[config.mk]
export PLATFORM = sky130hd
export DESIGN_NAME = fssc_bank
export DESIGN_NICKNAME = d
export VERILOG_FILES = /design/src/verilog/fssc_pkg.sv /design/src/verilog/fssc_sel_if.sv /design/src/verilog/fssc_bank.sv /design/src/verilog/fssc_src_select.sv
export SDC_FILE = /design/constraint.sdc
export NUM_CORES = 1
export LEC_CHECK = 0
export ABC_AREA = 0
export ABC_CLOCK_PERIOD_IN_PS = 59100
export BUFFER_PORTS_ARGS = -buffer_cell sky130_fd_sc_hd__buf_2
export CORE_ASPECT_RATIO = 2
export CORE_MARGIN = 2
export CORE_UTILIZATION = 45
export CTS_BUF_LIST = sky130_fd_sc_hd__clkbuf_8
export CTS_CLUSTER_SIZE = 14
export DETAILED_ROUTE_END_ITERATION = 10
export GPL_ROUTABILITY_DRIVEN = 0
export PLACE_DENSITY_LB_ADDON = 0.05
export SYNTH_ARGS = -nofsm -noshare
export SYNTH_HDL_FRONTEND = slang
export SYNTH_SLANG_ARGS = --single-unit
[constraint.sdc]
create_clock -name clk -period 59.1 [get_ports clk]
set_input_delay 8.865 -clock clk [delete_from_list [all_inputs] [get_ports clk]]
set_output_delay 8.865 -clock clk [all_outputs]
set_load 0.01 [all_outputs]
[src/verilog/fssc_pkg.sv]
/*
 * Package of the fan source select register bank: register offsets, bit
 * positions, reset values and the Avalon-MM geometry.
 * Assumes byte-wide registers, one per aligned 32-bit word.
 */
package fssc_pkg;
    // Register indices as printed; byte address is four times the index.
    localparam logic [7:0] IDX_RAIL_HI    = 8'h86;
    localparam logic [7:0] IDX_CFG9       = 8'h87;
    localparam logic [7:0] IDX_CPU_CFG    = 8'h88;
    localparam logic [7:0] IDX_OT_STATUS  = 8'h89;
    localparam logic [7:0] IDX_P1_SENSOR  = 8'h8a;
    localparam logic [7:0] IDX_P1_BUSDEV  = 8'h8b;
    localparam logic [7:0] IDX_P1_PUSHED  = 8'h8c;
    localparam logic [7:0] IDX_P2_SENSOR  = 8'h8d;
    localparam logic [7:0] IDX_P2_BUSDEV  = 8'h8e;
    localparam int         NUM_REGS       = 9;
    localparam int         ADDR_W         = 10;

    // Reset values.
    localparam logic [7:0] RST_RAIL_HI    = 8'hff;
    localparam logic [7:0] RST_CFG9       = 8'h00;
    localparam logic [7:0] RST_CPU_CFG    = 8'h00;
    localparam logic [7:0] RST_P1_SENSOR  = 8'h08;
    localparam logic [7:0] RST_ZERO       = 8'h00;

    // Writable bit masks; reserved bits stay zero.
    localparam logic [7:0] WM_CFG9        = 8'hf7;
    localparam logic [7:0] WM_CPU_CFG     = 8'hf8;
    localparam logic [7:0] WM_SENSOR      = 8'h7f;
    localparam logic [7:0] WM_PUSHED      = 8'h0f;
    localparam logic [7:0] WM_P2_BUSDEV   = 8'h07;
    localparam logic [7:0] WM_FULL        = 8'hff;

    // Field positions.
    localparam int CFG9_FAN_OFF_LSB  = 0;
    localparam int CFG9_PRESENT_LSB  = 4;
    localparam int CPU_DOMAIN_LSB    = 3;
    localparam int CPU_COUNT_LSB     = 6;
    localparam int ST_PROC_LSB       = 0;
    localparam int ST_REMOTE_A       = 4;
    localparam int ST_LOCAL          = 5;
    localparam int ST_REMOTE_B       = 6;
    localparam int ST_SUMMARY        = 7;

    // Source vector layout for the highest-demand selector.
    localparam int NUM_SRC           = 19;
    localparam int SRC_SENSOR_LSB    = 0;
    localparam int SRC_BUSDEV_LSB    = 7;
    localparam int SRC_PUSHED_LSB    = 15;

    typedef logic [7:0] fssc_byte_type;
endpackage

[src/verilog/fssc_sel_if.sv]
/*
 * Interface carrying enable masks, temperatures and the chosen demand
 * between the register bank and its source selector.
 * Assumes one clock shared by both ends.
 */
`timescale 1ns/1ps
interface fssc_sel_if;
    logic [fssc_pkg::NUM_SRC-1:0] enable;
    logic [fssc_pkg::NUM_SRC*8-1:0] temps;
    logic [7:0]                   demand;
    logic                         any_on;
    modport bank (output enable, output temps, input demand, input any_on);
    modport sel  (input enable, input temps, output demand, output any_on);
endinterface

[src/verilog/fssc_bank.sv]
/*
 * Register bank for fan output disables, module presence, processor
 * configuration, over-temperature status and per-fan source enables.
 * Assumes an Avalon-MM master on clk; status inputs are synchronous.
 */
// Overview of operation
// - Config bits 0-2 disable fan outputs.
// - Presence bits 4-7 gate module forwarding.
// - Bits 3-5 select dual domain per CPU.
// - Bits 7:6 give processor count minus one.
// - Status bits 0-3 flag processor overtemp.
// - Status bits 4-6 flag shutdown limits.
// - Status bit 7 summarises external status.
// - Fan1 sensor enables in bits 0-6.
// - Fan1 sensor enable resets to 0x08.
// - Fan1 bus device enables bits 0-7.
// - Fan1 pushed value enables bits 0-3.
// - Fan2 sensor enables, reset zero.
// - Fan2 bus device enables bits 0-2.
`timescale 1ns/1ps
module fssc_bank (
    // Clock and reset
    input  wire logic        clk,
    input  wire logic        rst,
    // Avalon-MM slave
    input  wire logic [9:0]  avs_address,
    input  wire logic        avs_read,
    input  wire logic        avs_write,
    input  wire logic [31:0] avs_writedata,
    input  wire logic [3:0]  avs_byteenable,
    output logic      [31:0] avs_readdata,
    output logic             avs_waitrequest,
    output logic      [1:0]  avs_response,
    // Temperature inputs
    input  wire logic [55:0] sensor_temps,
    input  wire logic [63:0] bus_dev_temps,
    input  wire logic [31:0] written_temps,
    // Condition inputs
    input  wire logic [3:0]  proc_ctrl_temp_over,
    input  wire logic        remote_a_over_limit,
    input  wire logic        local_over_limit,
    input  wire logic        remote_b_over_limit,
    input  wire logic        ext_status_any,
    input  wire logic [3:0]  module_temp_valid,
    // Configuration outputs
    output logic      [2:0]  fan_out_disable,
    output logic      [3:0]  module_forward_en,
    output logic      [2:0]  cpu_dual_domain,
    output logic      [2:0]  cpu_count,
    output logic      [7:0]  supply_rail_high_limit,
    output logic      [7:0]  fan1_demand,
    output logic             fan1_active,
    output logic      [7:0]  fan2_demand,
    output logic             fan2_active
);
    // ------------------------------------------------------------------
    // State
    // ------------------------------------------------------------------
    typedef enum logic [1:0] {IDLE, ANSWER, DONE} fssc_bus_state_type;

    typedef struct packed {
        fssc_bus_state_type    bus;
        logic                  wreq;
        logic [31:0]           rdata;
        logic [1:0]            resp;
        fssc_pkg::fssc_byte_type rail_hi;
        fssc_pkg::fssc_byte_type cfg9;
        fssc_pkg::fssc_byte_type cpu_cfg;
        fssc_pkg::fssc_byte_type status;
        fssc_pkg::fssc_byte_type p1_sensor;
        fssc_pkg::fssc_byte_type p1_busdev;
        fssc_pkg::fssc_byte_type p1_pushed;
        fssc_pkg::fssc_byte_type p2_sensor;
        fssc_pkg::fssc_byte_type p2_busdev;
        logic [3:0]            fwd;
        logic [2:0]            count;
        logic [7:0]            f1_dem;
        logic                  f1_on;
        logic [7:0]            f2_dem;
        logic                  f2_on;
    } fssc_state_type;

    fssc_state_type st_r;
    fssc_state_type st_nxt;

    fssc_sel_if sel1 ();
    fssc_sel_if sel2 ();

    // ------------------------------------------------------------------
    // Helpers
    // ------------------------------------------------------------------
    // Byte-enable lane 0 gates every write, so a write with lane 0 off is
    // accepted but changes nothing.
    function automatic fssc_pkg::fssc_byte_type wr_field(
        input fssc_pkg::fssc_byte_type old_v,
        input fssc_pkg::fssc_byte_type new_v,
        input fssc_pkg::fssc_byte_type mask
    );
        wr_field = (old_v & ~mask) | (new_v & mask);
    endfunction

    function automatic logic hit(
        input logic [9:0] addr,
        input logic [7:0] idx
    );
        hit = (addr[9:2] == idx) && (addr[1:0] == 2'b00);
    endfunction

    // ------------------------------------------------------------------
    // Source selection for both fan outputs
    // ------------------------------------------------------------------
    // A disabled fan output sees no sources, so its demand drops to zero.
    assign sel1.enable = st_r.cfg9[fssc_pkg::CFG9_FAN_OFF_LSB] ? '0 :
                         {st_r.p1_pushed[3:0], st_r.p1_busdev,
                          st_r.p1_sensor[6:0]};
    assign sel2.enable = st_r.cfg9[fssc_pkg::CFG9_FAN_OFF_LSB + 1] ? '0 :
                         {4'h0, 5'h00, st_r.p2_busdev[2:0],
                          st_r.p2_sensor[6:0]};
    assign sel1.temps  = {written_temps, bus_dev_temps, sensor_temps};
    assign sel2.temps  = {written_temps, bus_dev_temps, sensor_temps};

    fssc_src_select u_sel1 (
        .clk (clk),
        .rst (rst),
        .s   (sel1.sel)
    );

    fssc_src_select u_sel2 (
        .clk (clk),
        .rst (rst),
        .s   (sel2.sel)
    );

    // ------------------------------------------------------------------
    // Next state
    // ------------------------------------------------------------------
    always_comb begin
        logic [7:0] rv;
        rv = 8'h00;
        st_nxt = st_r;
        // Status mirrors live conditions; host writes never touch it.
        st_nxt.status[fssc_pkg::ST_PROC_LSB +: 4] = proc_ctrl_temp_over;
        st_nxt.status[fssc_pkg::ST_REMOTE_A] = remote_a_over_limit;
        st_nxt.status[fssc_pkg::ST_LOCAL]    = local_over_limit;
        st_nxt.status[fssc_pkg::ST_REMOTE_B] = remote_b_over_limit;
        st_nxt.status[fssc_pkg::ST_SUMMARY]  = ext_status_any;
        st_nxt.fwd = module_temp_valid &
                     st_r.cfg9[fssc_pkg::CFG9_PRESENT_LSB +: 4];
        st_nxt.count = {1'b0, st_r.cpu_cfg[fssc_pkg::CPU_COUNT_LSB +: 2]}
                       + 3'd1;
        st_nxt.f1_dem = sel1.demand;
        st_nxt.f1_on  = sel1.any_on;
        st_nxt.f2_dem = sel2.demand;
        st_nxt.f2_on  = sel2.any_on;

        unique case (st_r.bus)
            IDLE: begin
                if (avs_read || avs_write) begin
                    st_nxt.bus = ANSWER;
                end
            end
            ANSWER: begin
                st_nxt.bus  = DONE;
                st_nxt.resp = 2'b00;
                if (hit(avs_address, fssc_pkg::IDX_RAIL_HI)) begin
                    rv = st_r.rail_hi;
                end else if (hit(avs_address, fssc_pkg::IDX_CFG9)) begin
                    rv = st_r.cfg9;
                end else if (hit(avs_address, fssc_pkg::IDX_CPU_CFG)) begin
                    rv = st_r.cpu_cfg;
                end else if (hit(avs_address, fssc_pkg::IDX_OT_STATUS)) begin
                    rv = st_r.status;
                end else if (hit(avs_address, fssc_pkg::IDX_P1_SENSOR)) begin
                    rv = st_r.p1_sensor;
                end else if (hit(avs_address, fssc_pkg::IDX_P1_BUSDEV)) begin
                    rv = st_r.p1_busdev;
                end else if (hit(avs_address, fssc_pkg::IDX_P1_PUSHED)) begin
                    rv = st_r.p1_pushed;
                end else if (hit(avs_address, fssc_pkg::IDX_P2_SENSOR)) begin
                    rv = st_r.p2_sensor;
                end else if (hit(avs_address, fssc_pkg::IDX_P2_BUSDEV)) begin
                    rv = st_r.p2_busdev;
                end else begin
                    st_nxt.resp = 2'b10;
                end
                st_nxt.rdata = avs_read ? {24'h000000, rv} : 32'h00000000;
                if (avs_write && avs_byteenable[0]) begin
                    if (hit(avs_address, fssc_pkg::IDX_RAIL_HI)) begin
                        st_nxt.rail_hi = wr_field(st_r.rail_hi, avs_writedata[7:0],
                                                  fssc_pkg::WM_FULL);
                    end
                    if (hit(avs_address, fssc_pkg::IDX_CFG9)) begin
                        st_nxt.cfg9 = wr_field(st_r.cfg9, avs_writedata[7:0],
                                               fssc_pkg::WM_CFG9);
                    end
                    if (hit(avs_address, fssc_pkg::IDX_CPU_CFG)) begin
                        st_nxt.cpu_cfg = wr_field(st_r.cpu_cfg, avs_writedata[7:0],
                                                  fssc_pkg::WM_CPU_CFG);
                    end
                    if (hit(avs_address, fssc_pkg::IDX_P1_SENSOR)) begin
                        st_nxt.p1_sensor = wr_field(st_r.p1_sensor, avs_writedata[7:0],
                                                    fssc_pkg::WM_SENSOR);
                    end
                    if (hit(avs_address, fssc_pkg::IDX_P1_BUSDEV)) begin
                        st_nxt.p1_busdev = wr_field(st_r.p1_busdev, avs_writedata[7:0],
                                                    fssc_pkg::WM_FULL);
                    end
                    if (hit(avs_address, fssc_pkg::IDX_P1_PUSHED)) begin
                        st_nxt.p1_pushed = wr_field(st_r.p1_pushed, avs_writedata[7:0],
                                                    fssc_pkg::WM_PUSHED);
                    end
                    if (hit(avs_address, fssc_pkg::IDX_P2_SENSOR)) begin
                        st_nxt.p2_sensor = wr_field(st_r.p2_sensor, avs_writedata[7:0],
                                                    fssc_pkg::WM_SENSOR);
                    end
                    if (hit(avs_address, fssc_pkg::IDX_P2_BUSDEV)) begin
                        st_nxt.p2_busdev = wr_field(st_r.p2_busdev, avs_writedata[7:0],
                                                    fssc_pkg::WM_P2_BUSDEV);
                    end
                end
            end
            DONE: begin
                st_nxt.bus = IDLE;
            end
            default: begin
                st_nxt.bus = IDLE;
            end
        endcase
        st_nxt.wreq = (st_nxt.bus != DONE);
    end

    // ------------------------------------------------------------------
    // Registers
    // ------------------------------------------------------------------
    always_ff @(posedge clk or posedge rst) begin
        if (rst) begin
            st_r           <= '0;
            st_r.bus       <= IDLE;
            st_r.wreq      <= 1'b1;
            st_r.rail_hi   <= fssc_pkg::RST_RAIL_HI;
            st_r.cfg9      <= fssc_pkg::RST_CFG9;
            st_r.cpu_cfg   <= fssc_pkg::RST_CPU_CFG;
            st_r.p1_sensor <= fssc_pkg::RST_P1_SENSOR;
            st_r.p2_sensor <= fssc_pkg::RST_ZERO;
            st_r.count     <= 3'd1;
        end else begin
            st_r <= st_nxt;
        end
    end

    // ------------------------------------------------------------------
    // Outputs
    // ------------------------------------------------------------------
    // Waitrequest has its own flop and is low only in the DONE cycle; read
    // data and response load at the same edge, so the master sees them settled.
    assign avs_waitrequest        = st_r.wreq;
    assign avs_readdata           = st_r.rdata;
    assign avs_response           = st_r.resp;
    assign fan_out_disable        = st_r.cfg9[fssc_pkg::CFG9_FAN_OFF_LSB +: 3];
    assign module_forward_en      = st_r.fwd;
    assign cpu_dual_domain        = {st_r.cpu_cfg[fssc_pkg::CPU_DOMAIN_LSB],
                                     st_r.cpu_cfg[fssc_pkg::CPU_DOMAIN_LSB + 1],
                                     st_r.cpu_cfg[fssc_pkg::CPU_DOMAIN_LSB + 2]};
    assign cpu_count              = st_r.count;
    assign supply_rail_high_limit = st_r.rail_hi;
    assign fan1_demand            = st_r.f1_dem;
    assign fan1_active            = st_r.f1_on;
    assign fan2_demand            = st_r.f2_dem;
    assign fan2_active            = st_r.f2_on;
endmodule // fssc_bank

[src/verilog/fssc_src_select.sv]
/*
 * Picks the hottest enabled temperature for one fan output.
 * Assumes temperatures are unsigned codes where higher means hotter.
 */
`timescale 1ns/1ps
module fssc_src_select (
    // Clock and reset
    input  wire logic clk,
    input  wire logic rst,
    // Selector side
    fssc_sel_if.sel   s
);
    typedef struct packed {
        logic [7:0] demand;
        logic       any_on;
    } fssc_sel_state_type;

    fssc_sel_state_type st_r;
    fssc_sel_state_type st_nxt;

    always_comb begin
        st_nxt = '{default: '0};
        for (int i = 0; i < fssc_pkg::NUM_SRC; i++) begin
            if (s.enable[i] && s.temps[i*8 +: 8] >= st_nxt.demand) begin
                st_nxt.demand = s.temps[i*8 +: 8];
                st_nxt.any_on = 1'b1;
            end
        end
    end

    always_ff @(posedge clk or posedge rst) begin
        if (rst) begin
            st_r <= '{default: '0};
        end else begin
            st_r <= st_nxt;
        end
    end

    assign s.demand = st_r.demand;
    assign s.any_on = st_r.any_on;
endmodule // fssc_src_select

==> results by group, run 1 <==
Outcome
  – Status: finished, final reports clean

Drt
  – DR WL/cell: 19.8 um
  – Final antenna-violating net count: 0
  – Drt drc: 0
  – Routed WL: 42300 um
  – Drt first-iter violations: 472
  – Via count: approximately 12000
  – Pre-antenna DRT Iters: 5
  – Via-per-instance ratio: roughly 5.7

STA
  – Crit path time final: about 50 ns
  – Max Slew Vio Count: 0
  – Worst slew pin tran: roughly 1.2 ns
  – RSZ-0062 raised after global routing: no
  – Final setup slack of the worst path: a little over 9 ns
  – Relative slew margins: a little over a fifth
  – Setup TNS: 0 ns
  – Fin. Hold Viols: 0
  – Fmax: about 0.02 GHz
  – Fin crit share: roughly 85%
  – Final setup viols: 0
  – Clk_skew: 0.0113 ns

Power and ir drop
  – Pleak: approximately 7.4 nW
  – Max VDD drop: around 0.000011 V
  – Power, Total: around 0.00021 W
  – Pwr/cell area: 14.4 nW/um^2

CTS
  – H-tree depth: 3
  – Clock Pin Slew Worst Setup and Hold Paths: between 0.1 and 0.15 ns
  – Postcts setup bufs: 0
  – Hold bufs inserted after CTS: 0
  – Root Buffer: clkbuf_8
  – PostCTS Resize Cnt: 0
  – CTS buffer count: 9
  – Buffer depth of the longest clock path: 2
  – CTS tree: yes
  – CTS sink count: roughly 110
  – Clk_lat worst skew: between 0.3 and 0.4 ns

Floorplan
  – Die Y: 248 um
  – Starting Density: a little under half
  – # IOs: around 290
  – Die area: 31400 um^2
  – Core Area: roughly 30000 um^2
  – # rows: 89
  – Die width: between 100 and 150 um

Synth
  – Post-Synth Adder-Cell Area: a little under a fifth
  – Synth Area in Compound Gates: 21.6%
  – Mux cell area share after synthesis: approximately an eighth
  – Syn Area/Cell: about 8.5 um^2
  – Synth Area in Simple Gates: 17.9%
  – Part of the Yosys area used for sequential elements: between 20% and 30%
  – Post-synth EDFFs: 0
  – Async SR Flop Fraction: 100%
  – Top FF cell, synth: dfrtp_1
  – Distinct cell type count after synthesis: 90
  – Ys Warns: 0
  – Cell count after synthesis: approximately 1600
  – Post-Synth XOR/XNOR Area: 0%
  – #FFs+latches synth: 112
  – Combinational family with the most area after synthesis: compound AO/OA/AOI/OAI gates
  – Mapped cell area: ~13000 um^2

Finish
  – Finished Core Util: about 50%
  – Design area: approximately 15000 um^2
  – Share of layout cells above drive strength 1: a little under a quarter
  – Area growth from synthesis to layout: 10.3%
  – Nets: around 2200

Global route
  – M1 GR Usage: roughly 26%
  – Global route total overflow: 0
  – Antenna violations before repair: 5
  – GRT Total Usage: 26.6%
  – First-pass GRT wire length: 66200 um
  – Largest net degree at the start of global routing: 67
  – Routing usage on met3: 3.25%
  – Met2 Use GR: a little under three fifths
  – Vias in the first global route: 12455
  – GR peak layer: met2

Worst setup path
  – Critical Path Max Stage Delay: approximately 0.7 ns
  – Critical path type: input port to flip-flop
  – Worst-path fanout max: 16
  – Crit path from: sensor_temps[2]
  – Crit path launch type: input port
  – Cell mode on critical path: ha_1
  – Endpoint class of the critical path: flip-flop
  – WP data arrival: approximately 50 ns
  – Critical Path Slowest Stage Cell: a21oi_1
  – CP Data Required Time: 59.33 ns
  – Critical R2R Launch: st_r[57]

Placement
  – Post-detail-place hpwl: 36500 um
  – DP Area: 14600 um^2
  – Post-Place Worst Slack: 8.96 ns
  – Port Buf Inserts: approximately 240

Hold path
  – Hold crit path type: flip-flop to flip-flop
  – Min-delay src: u_sel1.s.any_on

Flow run
  – Max cap viols: 0
[Yosys cell counts (10+ instances only)]
master / n / share of area, %
ha_1: 186 / 17
nand2b_1: 59 / 2.7
a211oi_1: 12 / 0.67
nor2b_1: 37 / 1.7
and3_1: 14 / 0.65
a21oi_1: 105 / 3.9
and2_1: 21 / 0.98
or3_1: 10 / 0.47
mux2i_1: 56 / 4.2
nand3_1: 15 / 0.56
dfstp_2: 11 / 2.2
dfrtp_1: 101 / 19
a31oi_1: 14 / 0.65
nor2_1: 108 / 3.0
nand4_1: 14 / 0.65
nor3_1: 20 / 0.74
o21ai_0: 95 / 3.5
buf_4: 72 / 4.0
a21o_1: 45 / 2.5
mux2_2: 89 / 7.5
clkbuf_1: 24 / 0.67
o21a_1: 17 / 0.95
maj3_1: 13 / 0.97
nand2_1: 114 / 3.2
o211ai_1: 14 / 0.78
inv_1: 126 / 3.5
nor3b_1: 12 / 0.67
[worst paths after layout]
check | slack [ns] | cells after the start | endpoint
max | 9.15 | 168 | u_sel1.s.any_on
min | 0.35 | 0 | fan1_active
max reg2reg | 16.61 | 168 | u_sel1.s.any_on
min reg2reg | 0.35 | 0 | fan1_active
max in group asynchronous | 49.33 | 3 | avs_readdata[0]
min in group asynchronous | 8.53 | 2 | u_sel2.s.demand[5]
[flip-flops by register name, summed over array words and instances, names as in the netlist]
name                    cells
u_sel1.s.demand             8
avs_readdata                8
module_forward_en           4
u_sel2.s.demand             8
st_r                       45
fan1_demand                 8
fan2_active                 1
fan1_active                 1
cpu_count                   3
avs_waitrequest             1
fan2_demand                 8
avs_response                1
supply_rail_high_limit      8
fan_out_disable             3
u_sel1.s.any_on             1
cpu_dual_domain             3
u_sel2.s.any_on             1
[per-layer routing]
metal | routed length, um | vias to the layer above
met5 | 41 | -
met4 | 1640 | 6
met3 | 1490 | 79
met2 | 24800 | 286
met1 | 14300 | 5771
li1 | - | 6032
[stage by stage]
step	hold slack, ns	std cells
global route	0.357	2132
CTS	0.358	2132
global placement	0.332	2116
floorplan	0.331	1612
detailed placement	0.335	2116
finish	0.355	2134
[cell families after synthesis]
kind of cell,count (synthesis)
AO/OA/AOI/OAI,420
AND/OR/NAND/NOR,470
multiplexers,152
flip-flops,112
buffers and inverters,234
adder cells (fa/ha/maj),199
other,1
[cell type report]
class	instances	area, um^2
Antenna cell	2	5.00
Clock inverter	7	95.1
Fill cell	2975	14700
Timing Repair Buffer	248	1270
Multi-Input combinational cell	1266	9580
Inverter	126	475
Tap cell	364	455
Sequential cell	112	2820
Clock buffer	9	124
[critical path, delay by kind of cell]
family | cells | cell delay (ns)
mux | 14 | 4.93
fa+ha+maj | 23 | 7.05
compound gates | 76 | 19.50
buf+inv | 8 | 0.97
simple gates | 47 | 8.79
[report_power, final]
group | leakage (nW) | switching, W | internal [W] | total, W
Clock | 0.115 | 0.0000256 | 0.0000240 | 0.0000497
Sequential | 1.45 | 0.00000117 | 0.0000803 | 0.0000814
Combinational | 5.82 | 0.0000484 | 0.0000347 | 0.0000831
Total | 7.38 | 0.0000751 | 0.000139 | 0.000214
[cells in the final DEF, fill, tap and decap left out, types with 15 or more instances in the layout]
master    Yosys  final
and2_1       21     21
a21o_1       45     45
nand2b_1     59     59
mux2_2       89     89
nand3_1      15     15
nand2_1     114    114
o21ai_0      95     95
mux2i_1      56     56
ha_1        186    186
inv_1       126    126
nor3_1       20     20
nor2b_1      37     37
dfrtp_1     101    101
nor2_1      108    108
o21a_1       17     17
conb_1        1     25
a21oi_1     105    105
buf_2         3    235
Power figures use the tool's default switching activity.
==> run 2: changes to the inputs <==
--- a/config.mk
+++ b/config.mk
@@ -6,7 +6,7 @@
 export NUM_CORES = 1
 export LEC_CHECK = 0
 export ABC_AREA = 0
-export ABC_CLOCK_PERIOD_IN_PS = 59100
+export ABC_CLOCK_PERIOD_IN_PS = 46200
 export BUFFER_PORTS_ARGS = -buffer_cell sky130_fd_sc_hd__buf_2
 export CORE_ASPECT_RATIO = 2
 export CORE_MARGIN = 2
==> constraint.sdc (replaced) <==
create_clock -name clk -period 46.2 [get_ports clk]
set_input_delay 6.93 -clock clk [delete_from_list [all_inputs] [get_ports clk]]
set_output_delay 6.93 -clock clk [all_outputs]
set_load 0.01 [all_outputs]
==> results by group, run 2 (synthesis results as in run 1) <==
CTS
  – CTS sink count: 112 (unchanged)
  – PostCTS Resize Cnt: 0 (unchanged)
  – CTS buffer count: 9 (unchanged)
  – Clock Pin Slew Worst Setup and Hold Paths: 0.10 ns (was 0.11 ns)
  – Postcts setup bufs: 0 (unchanged)
  – CTS tree: yes (unchanged)
  – H-tree depth: 3 (unchanged)
  – Hold bufs inserted after CTS: 0 (unchanged)
  – Buffer depth of the longest clock path: 2 (unchanged)
  – Root Buffer: clkbuf_8 (unchanged)
  – Clk_lat worst skew: 0.40 ns (was 0.38 ns)

Drt
  – Drt first-iter violations: 448 (was 472)
  – Via count: 12644 (was 12174)
  – Final antenna-violating net count: 0 (unchanged)
  – Routed WL: 43200 um (was 42300 um)
  – Via-per-instance ratio: 5.65 (was 5.70)
  – Pre-antenna DRT Iters: 6 (was 5)
  – DR WL/cell: 19.3 um (was 19.8 um)
  – Drt drc: 0 (unchanged)

Finish
  – Finished Core Util: 52.8% (was 50.2%)
  – Most common cell after layout, fill and taps aside: buf_2 (unchanged)
  – Design area: 15600 um^2 (was 14800 um^2)
  – Fillers: 2958 (was 2975)
  – Filler-free cell count of the finished design: 2236 (was 2134)
  – Multi-input gate area: 9600 um^2 (was 9580 um^2)
  – Area growth from synthesis to layout: 15.9% (was 10.3%)
  – Most frequent cells in the layout: 235 x buf_2, 186 x ha_1, 126 x inv_1 (unchanged)
  – Biggest register: st_r (unchanged)
  – Nets: 2263 (was 2163)
  – Share of layout cells above drive strength 1: 28.1% (was 23.8%)
  – Max reg flops: 45 (unchanged)
  – Seq. cell area: 2820 um^2 (unchanged)

Global route
  – Global route total overflow: 0 (unchanged)
  – Largest net degree at the start of global routing: 62 (was 67)
  – First-pass GRT wire length: 67700 um (was 66200 um)
  – GRT Total Usage: 27.1% (was 26.6%)
  – Antenna violations before repair: 7 (was 5)
  – Vias in the first global route: 13078 (was 12455)

Worst setup path
  – CP Data Required Time: 46.47 ns (was 59.33 ns)
  – Critical path type: input port to flip-flop (unchanged)
  – Cell mode on critical path: ha_1 (unchanged)
  – Worst r2r path cells: 177 (was 168)
  – Worst-path fanout max: 16 (unchanged)
  – WP data arrival: 43.67 ns (was 50.18 ns)
  – Critical Path Slowest Stage Cell: a311oi_4 (was a21oi_1)
  – Worst R2R Setup Slack: 8.23 ns (was 16.61 ns)
  – Worst r2r dst: u_sel1.s.any_on (unchanged)
  – Crit path from: sensor_temps[2] (unchanged)
  – Crit path launch type: input port (unchanged)
  – Critical R2R Launch: st_r[57] (unchanged)
  – Critical Path Max Stage Delay: 0.58 ns (was 0.72 ns)
  – Endpoint class of the critical path: flip-flop (unchanged)

Floorplan
  – Die Y: 248 um (unchanged)
  – Die area: 31400 um^2 (unchanged)
  – Starting Density: 45.6% (unchanged)
  – # rows: 89 (unchanged)
  – # IOs: 288 (unchanged)
  – Core Area: 29500 um^2 (unchanged)
  – Die width: 126 um (unchanged)

Power and ir drop
  – Sequential Power Share: 37.7% (was 38.0%)
  – Pleak: 7.84 nW (was 7.38 nW)
  – Comb pwr share: 42.4% (was 38.8%)
  – Max VDD drop: 0.0000132 V (was 0.0000106 V)
  – Net switching power: 0.000100 W (was 0.0000751 W)
  – Net Sw Frac: 36.3% (was 35.1%)
  – Pwr/cell area: 17.7 nW/um^2 (was 14.4 nW/um^2)
  – Internal power: 0.000176 W (was 0.000139 W)
  – Clock power share: 19.9% (was 23.2%)

Flow run
  – Max cap viols: 0 (unchanged)

Placement
  – Post-detail-place hpwl: 37500 um (was 36500 um)
  – DP Area: 15400 um^2 (was 14600 um^2)
  – Port Buf Inserts: 235 (unchanged)
  – Dpl cells: 2216 (was 2116)
  – Post-Place Worst Slack: 1.54 ns (was 8.96 ns)

STA
  – Worst slew pin tran: 1.13 ns (was 1.16 ns)
  – Relative slew margins: 24.1% (was 21.7%)
  – Final setup viols: 0 (unchanged)
  – Clk_skew: 0.0188 ns (was 0.0113 ns)
  – Fin crit share: 93.9%
  – Setup TNS: 0 ns (unchanged)
  – Crit path time final: 43.40 ns
  – Max Slew Vio Count: 0 (unchanged)
  – Fin. Hold Viols: 0 (unchanged)
  – Fmax: 0.0230 GHz
  – Final setup slack of the worst path: 2.80 ns (was 9.15 ns)

Hold path
  – Min-Delay Endpoint: fan1_demand[6] (was fan1_active)
  – Hold crit path type: flip-flop to flip-flop (unchanged)
  – WHS Path Cells: 0 (unchanged)
  – Min-delay src: u_sel1.s.demand[6] (was u_sel1.s.any_on)

Outcome
  – Status: finished, final reports clean (unchanged)
run 2: area by class of cell:
type	count	share of cell area, %
clock buffers	9	0.795
diodes	4	0.0642
clock inverters	7	0.361
repair buffers	348	13.2
well taps	364	2.92
flip-flops and latches	112	18.1
multi-input cells	1266	61.6
inverters	126	3.05
run 2: metrics by stage:
stage,total power [W],hold WS (ns)
after floorplan,0.000179,0.331
after CTS,0.000278,0.359
final,0.000276,0.356
after global routing,0.000298,0.362
after detailed placement,0.000224,0.335
after global placement,0.000221,0.334
run 2: metal layers:
metal  wire, um  vias to the layer above  global-route usage [%]  part of all wire (%)
li1           -                     6246                       -                     -
met1      14400                     5973                    25.3                    33
met2      24800                      316                    55.8                    57
met3       1750                      101                    3.72                   4.0
met4       2200                        8                    12.3                   5.1
met5         39                        -                       0                 0.090
run 2: power groups by stage:
stage	clock network, W	registers (W)	logic, W
after detailed placement	0	0.000106	0.000117
after global placement	0	0.000106	0.000115
after global routing	0.0000602	0.000105	0.000133
after CTS	0.0000562	0.000104	0.000118
final	0.0000549	0.000104	0.000117
after floorplan	0	0.000106	0.0000728
run 2: critical path: cells and delay by family:
kind,cells,cell delay (ns)
buffers and inverters,17,2.49
muxes,13,4.31
adders and majority gates,23,6.68
and+or+nand+nor,48,7.29
AOI/OAI and AO/OA,76,15.91
run 2: how the worst max path moves through the flow:
stage / to / slack (ns) / cells after the start
floorplan: u_sel1.s.any_on / 5.87 / 177
global placement: u_sel1.s.any_on / 1.93 / 180
detailed placement: u_sel1.s.any_on / 1.54 / 180
CTS: u_sel1.s.any_on / 1.88 / 177
global route: u_sel1.s.any_on / -0.01 / 185
finish: u_sel1.s.any_on / 2.80 / 177
==> run 3: changes to the inputs <==
--- a/config.mk
+++ b/config.mk
@@ -5,7 +5,7 @@
 export SDC_FILE = /design/constraint.sdc
 export NUM_CORES = 1
 export LEC_CHECK = 0
-export ABC_AREA = 0
+export ABC_AREA = 1
 export ABC_CLOCK_PERIOD_IN_PS = 46200
 export BUFFER_PORTS_ARGS = -buffer_cell sky130_fd_sc_hd__buf_2
 export CORE_ASPECT_RATIO = 2
==> results by group, run 3 <==
Floorplan
  – Die area: 29000 um^2 (was 31400 um^2)
  – Core Area: 27300 um^2 (was 29500 um^2)
  – # rows: 86 (was 89)
  – Die Y: 239 um (was 248 um)
  – Starting Density: 45.4% (was 45.6%)
  – Die width: 121 um (was 126 um)
  – # IOs: 288 (unchanged)

Finish
  – Most frequent cells in the layout: 468 x nand2_1, 254 x inv_1, 235 x buf_2 (was 235 x buf_2, 186 x ha_1, 126 x inv_1)
  – Fillers: 2924 (was 2958)
  – Most common cell after layout, fill and taps aside: nand2_1 (was buf_2)
  – Max reg flops: 45 (unchanged)
  – Nets: 2403 (was 2263)
  – Design area: 13700 um^2 (was 15600 um^2)
  – Area growth from synthesis to layout: 10.5% (was 15.9%)
  – Filler-free cell count of the finished design: 2362 (was 2236)
  – Finished Core Util: 50.2% (was 52.8%)
  – Biggest register: st_r (unchanged)
  – Share of layout cells above drive strength 1: 16.5% (was 28.1%)

STA
  – Relative slew margins: 25.0% (was 24.1%)
  – Fin. Hold Viols: 0 (unchanged)
  – Fin crit share: 67.6% (was 93.9%)
  – Fmax: 0.0320 GHz (was 0.0230 GHz)
  – RSZ-0062 raised after global routing: no
  – Max Slew Vio Count: 0 (unchanged)
  – Final setup viols: 0 (unchanged)
  – Setup TNS: 0 ns (unchanged)
  – Worst slew pin tran: 1.12 ns (was 1.13 ns)
  – Crit path time final: 31.24 ns (was 43.40 ns)
  – Clk_skew: 0.0273 ns (was 0.0188 ns)

Synth
  – Syn Area/Cell: 6.79 um^2 (was 8.46 um^2)
  – Distinct cell type count after synthesis: 37 (was 90)
  – #FFs+latches synth: 112 (unchanged)
  – Synth area leader: dfrtp_1 (unchanged)
  – Commonest cells post-synth: 468 x nand2_1, 255 x inv_1, 234 x o21ai_0 (was 186 x ha_1, 126 x inv_1, 114 x nand2_1)
  – Async SR Flop Fraction: 100% (unchanged)
  – Synth top area share: 20.4% (was 18.8%)
  – Top cells by area, synth: dfrtp_1 20%, ha_1 19%, nand2_1 14% (was dfrtp_1 19%, ha_1 17%, mux2_2 7.5%)
  – Most frequent cell after synthesis: nand2_1 (was ha_1)
  – Top FF cell, synth: dfrtp_1 (unchanged)
  – Part of the Yosys area used for sequential elements: 22.7% (was 21.0%)
  – Post-synth EDFFs: 0 (unchanged)
  – Mapped cell area: 12400 um^2 (was 13400 um^2)
  – Ys Warns: 0 (unchanged)
  – Cell count after synthesis: 1829 (was 1588)

Worst setup path
  – Worst r2r path cells: 188 (was 177)
  – Cell mode on critical path: nand2_1 (was ha_1)
  – CP Data Required Time: 46.48 ns (was 46.47 ns)
  – Endpoint class of the critical path: flip-flop (unchanged)
  – Worst R2R Setup Slack: 20.81 ns (was 8.23 ns)
  – Critical R2R Launch: fan_out_disable[0] (was st_r[57])
  – Critical Path Max Stage Delay: 0.42 ns (was 0.58 ns)
  – Worst-path fanout max: 16 (unchanged)
  – WP data arrival: 31.53 ns (was 43.67 ns)
  – Critical Path Slowest Stage Cell: o21ai_0 (was a311oi_4)
  – Critical path type: input port to flip-flop (unchanged)
  – Worst r2r dst: u_sel1.s.demand[6] (was u_sel1.s.any_on)
  – Crit path launch type: input port (unchanged)
  – Crit path from: sensor_temps[2] (unchanged)

CTS
  – CTS tree: yes (unchanged)
  – Buffer depth of the longest clock path: 2 (unchanged)
  – Postcts setup bufs: 0 (unchanged)
  – Clock Pin Slew Worst Setup and Hold Paths: 0.11 ns (was 0.10 ns)
  – Hold bufs inserted after CTS: 0 (unchanged)
  – Root Buffer: clkbuf_8 (unchanged)
  – CTS buffer count: 9 (unchanged)
  – Clk_lat worst skew: 0.41 ns (was 0.40 ns)
  – H-tree depth: 3 (unchanged)
  – CTS sink count: 112 (unchanged)
  – PostCTS Resize Cnt: 0 (unchanged)

Global route
  – GRT Total Usage: 23.7% (was 27.1%)
  – Vias in the first global route: 10957 (was 13078)
  – Global route total overflow: 0 (unchanged)
  – First-pass GRT wire length: 54800 um (was 67700 um)
  – Antenna violations before repair: 2 (was 7)
  – Largest net degree at the start of global routing: 63 (was 62)

Hold path
  – Hold crit path type: flip-flop to flip-flop (unchanged)
  – WHS Path Cells: 0 (unchanged)
  – Min-delay src: u_sel1.s.any_on (was u_sel1.s.demand[6])
  – Min-Delay Endpoint: fan1_active (was fan1_demand[6])

Drt
  – Routed WL: 34600 um (was 43200 um)
  – Via count: 11845 (was 12644)
  – Drt drc: 0 (unchanged)
  – Final antenna-violating net count: 0 (unchanged)
  – Pre-antenna DRT Iters: 7 (was 6)
  – Via-per-instance ratio: 5.01 (was 5.65)
  – Drt first-iter violations: 585 (was 448)
  – DR WL/cell: 14.6 um (was 19.3 um)

Placement
  – DP Area: 13500 um^2 (was 15400 um^2)
  – Dpl cells: 2344 (was 2216)
  – Post-detail-place hpwl: 28700 um (was 37500 um)
  – Port Buf Inserts: 235 (unchanged)

Power and ir drop
  – Pleak: 8.00 nW (was 7.84 nW)
  – Max VDD drop: 0.0000249 V (was 0.0000132 V)
  – Pwr/cell area: 16.6 nW/um^2 (was 17.7 nW/um^2)
  – Power, Total: 0.000228 W (was 0.000276 W)

Outcome
  – Status: finished, final reports clean (unchanged)

Flow run
  – Max cap viols: 0 (unchanged)
## run 3: cell count changes in the layout (fill, tap and decap cells not counted), moves of 59 or more
cell      before  now
buf_4        111   10
inv_1        126  254
mux2_2        89    0
nand2_1      114  468
nand2b_1      59    0
nand3_1       15  142
o21ai_0       94  234
## run 3: critical path, delay by kind of cell
family	cells	cell delay [ns]
adders and majority gates	18	5.56
AOI/OAI and AO/OA	35	6.75
buffers and inverters	4	0.47
and+or+nand+nor	131	11.81
## run 3: cells by family (layout without fill, tap and decap cells)
kind of cell / Yosys count / after routing / share of synthesized area (%)
and+or+nand+nor: 785 / 785 / 27.7
AOI/OAI and AO/OA: 382 / 382 / 17.5
buffers and inverters: 363 / 518 / 13.3
adders and majority gates: 186 / 186 / 18.8
DFF: 112 / 112 / 22.7
other: 1 / 27 / 0.0302
## run 3: how the worst max path moves through the flow
| stage | to | slack [ns] | cells past startpoint |
|---|---|---|---|
| 4_1_cts | u_sel1.s.demand[6] | 14.78 | 182 |
| 6_report | u_sel1.s.demand[6] | 14.96 | 188 |
| 3_5_place_dp | u_sel1.s.demand[0] | 14.53 | 182 |
| 5_1_grt | u_sel1.s.demand[7] | 11.89 | 194 |
| 2_1_floorplan | u_sel1.s.demand[0] | 17.01 | 175 |
| 3_3_place_gp | u_sel1.s.demand[2] | 14.59 | 178 |
## run 3: stage by stage
step / setup WS (ns) / hold WS [ns]
after floorplan: 17.01 / 0.331
after global placement: 14.59 / 0.332
after detailed placement: 14.53 / 0.335
after CTS: 14.78 / 0.359
after global routing: 11.89 / 0.368
final: 14.96 / 0.359
## run 3: metal layers
metal | GRT usage, % | vias to the layer above | share of wire [%]
li1 | - | 6331 | -
met1 | 31.2 | 5195 | 46
met2 | 41.1 | 271 | 48
met3 | 2.67 | 48 | 3.6
met4 | 5.78 | 0 | 2.3
met5 | 0 | - | 0
## run 3: area by class of cell
cell class	count	area [um^2]	area share, %
Clock inverter	7	87.6	0.638
Inverter	257	967	7.05
Clock buffer	9	124	0.903
Sequential cell	112	2820	20.5
Antenna cell	2	5.00	0.0365
Timing Repair Buffer	245	1250	9.12
Multi-Input combinational cell	1378	8030	58.5
Tap cell	352	440	3.21
## run 3: report_power, final
part	leakage, nW	internal [W]	switching (W)
combinational	6.40	0.0000233	0.0000378
clock	0.103	0.0000222	0.0000414
sequential	1.50	0.000102	0.00000144
total	8.00	0.000147	0.0000806
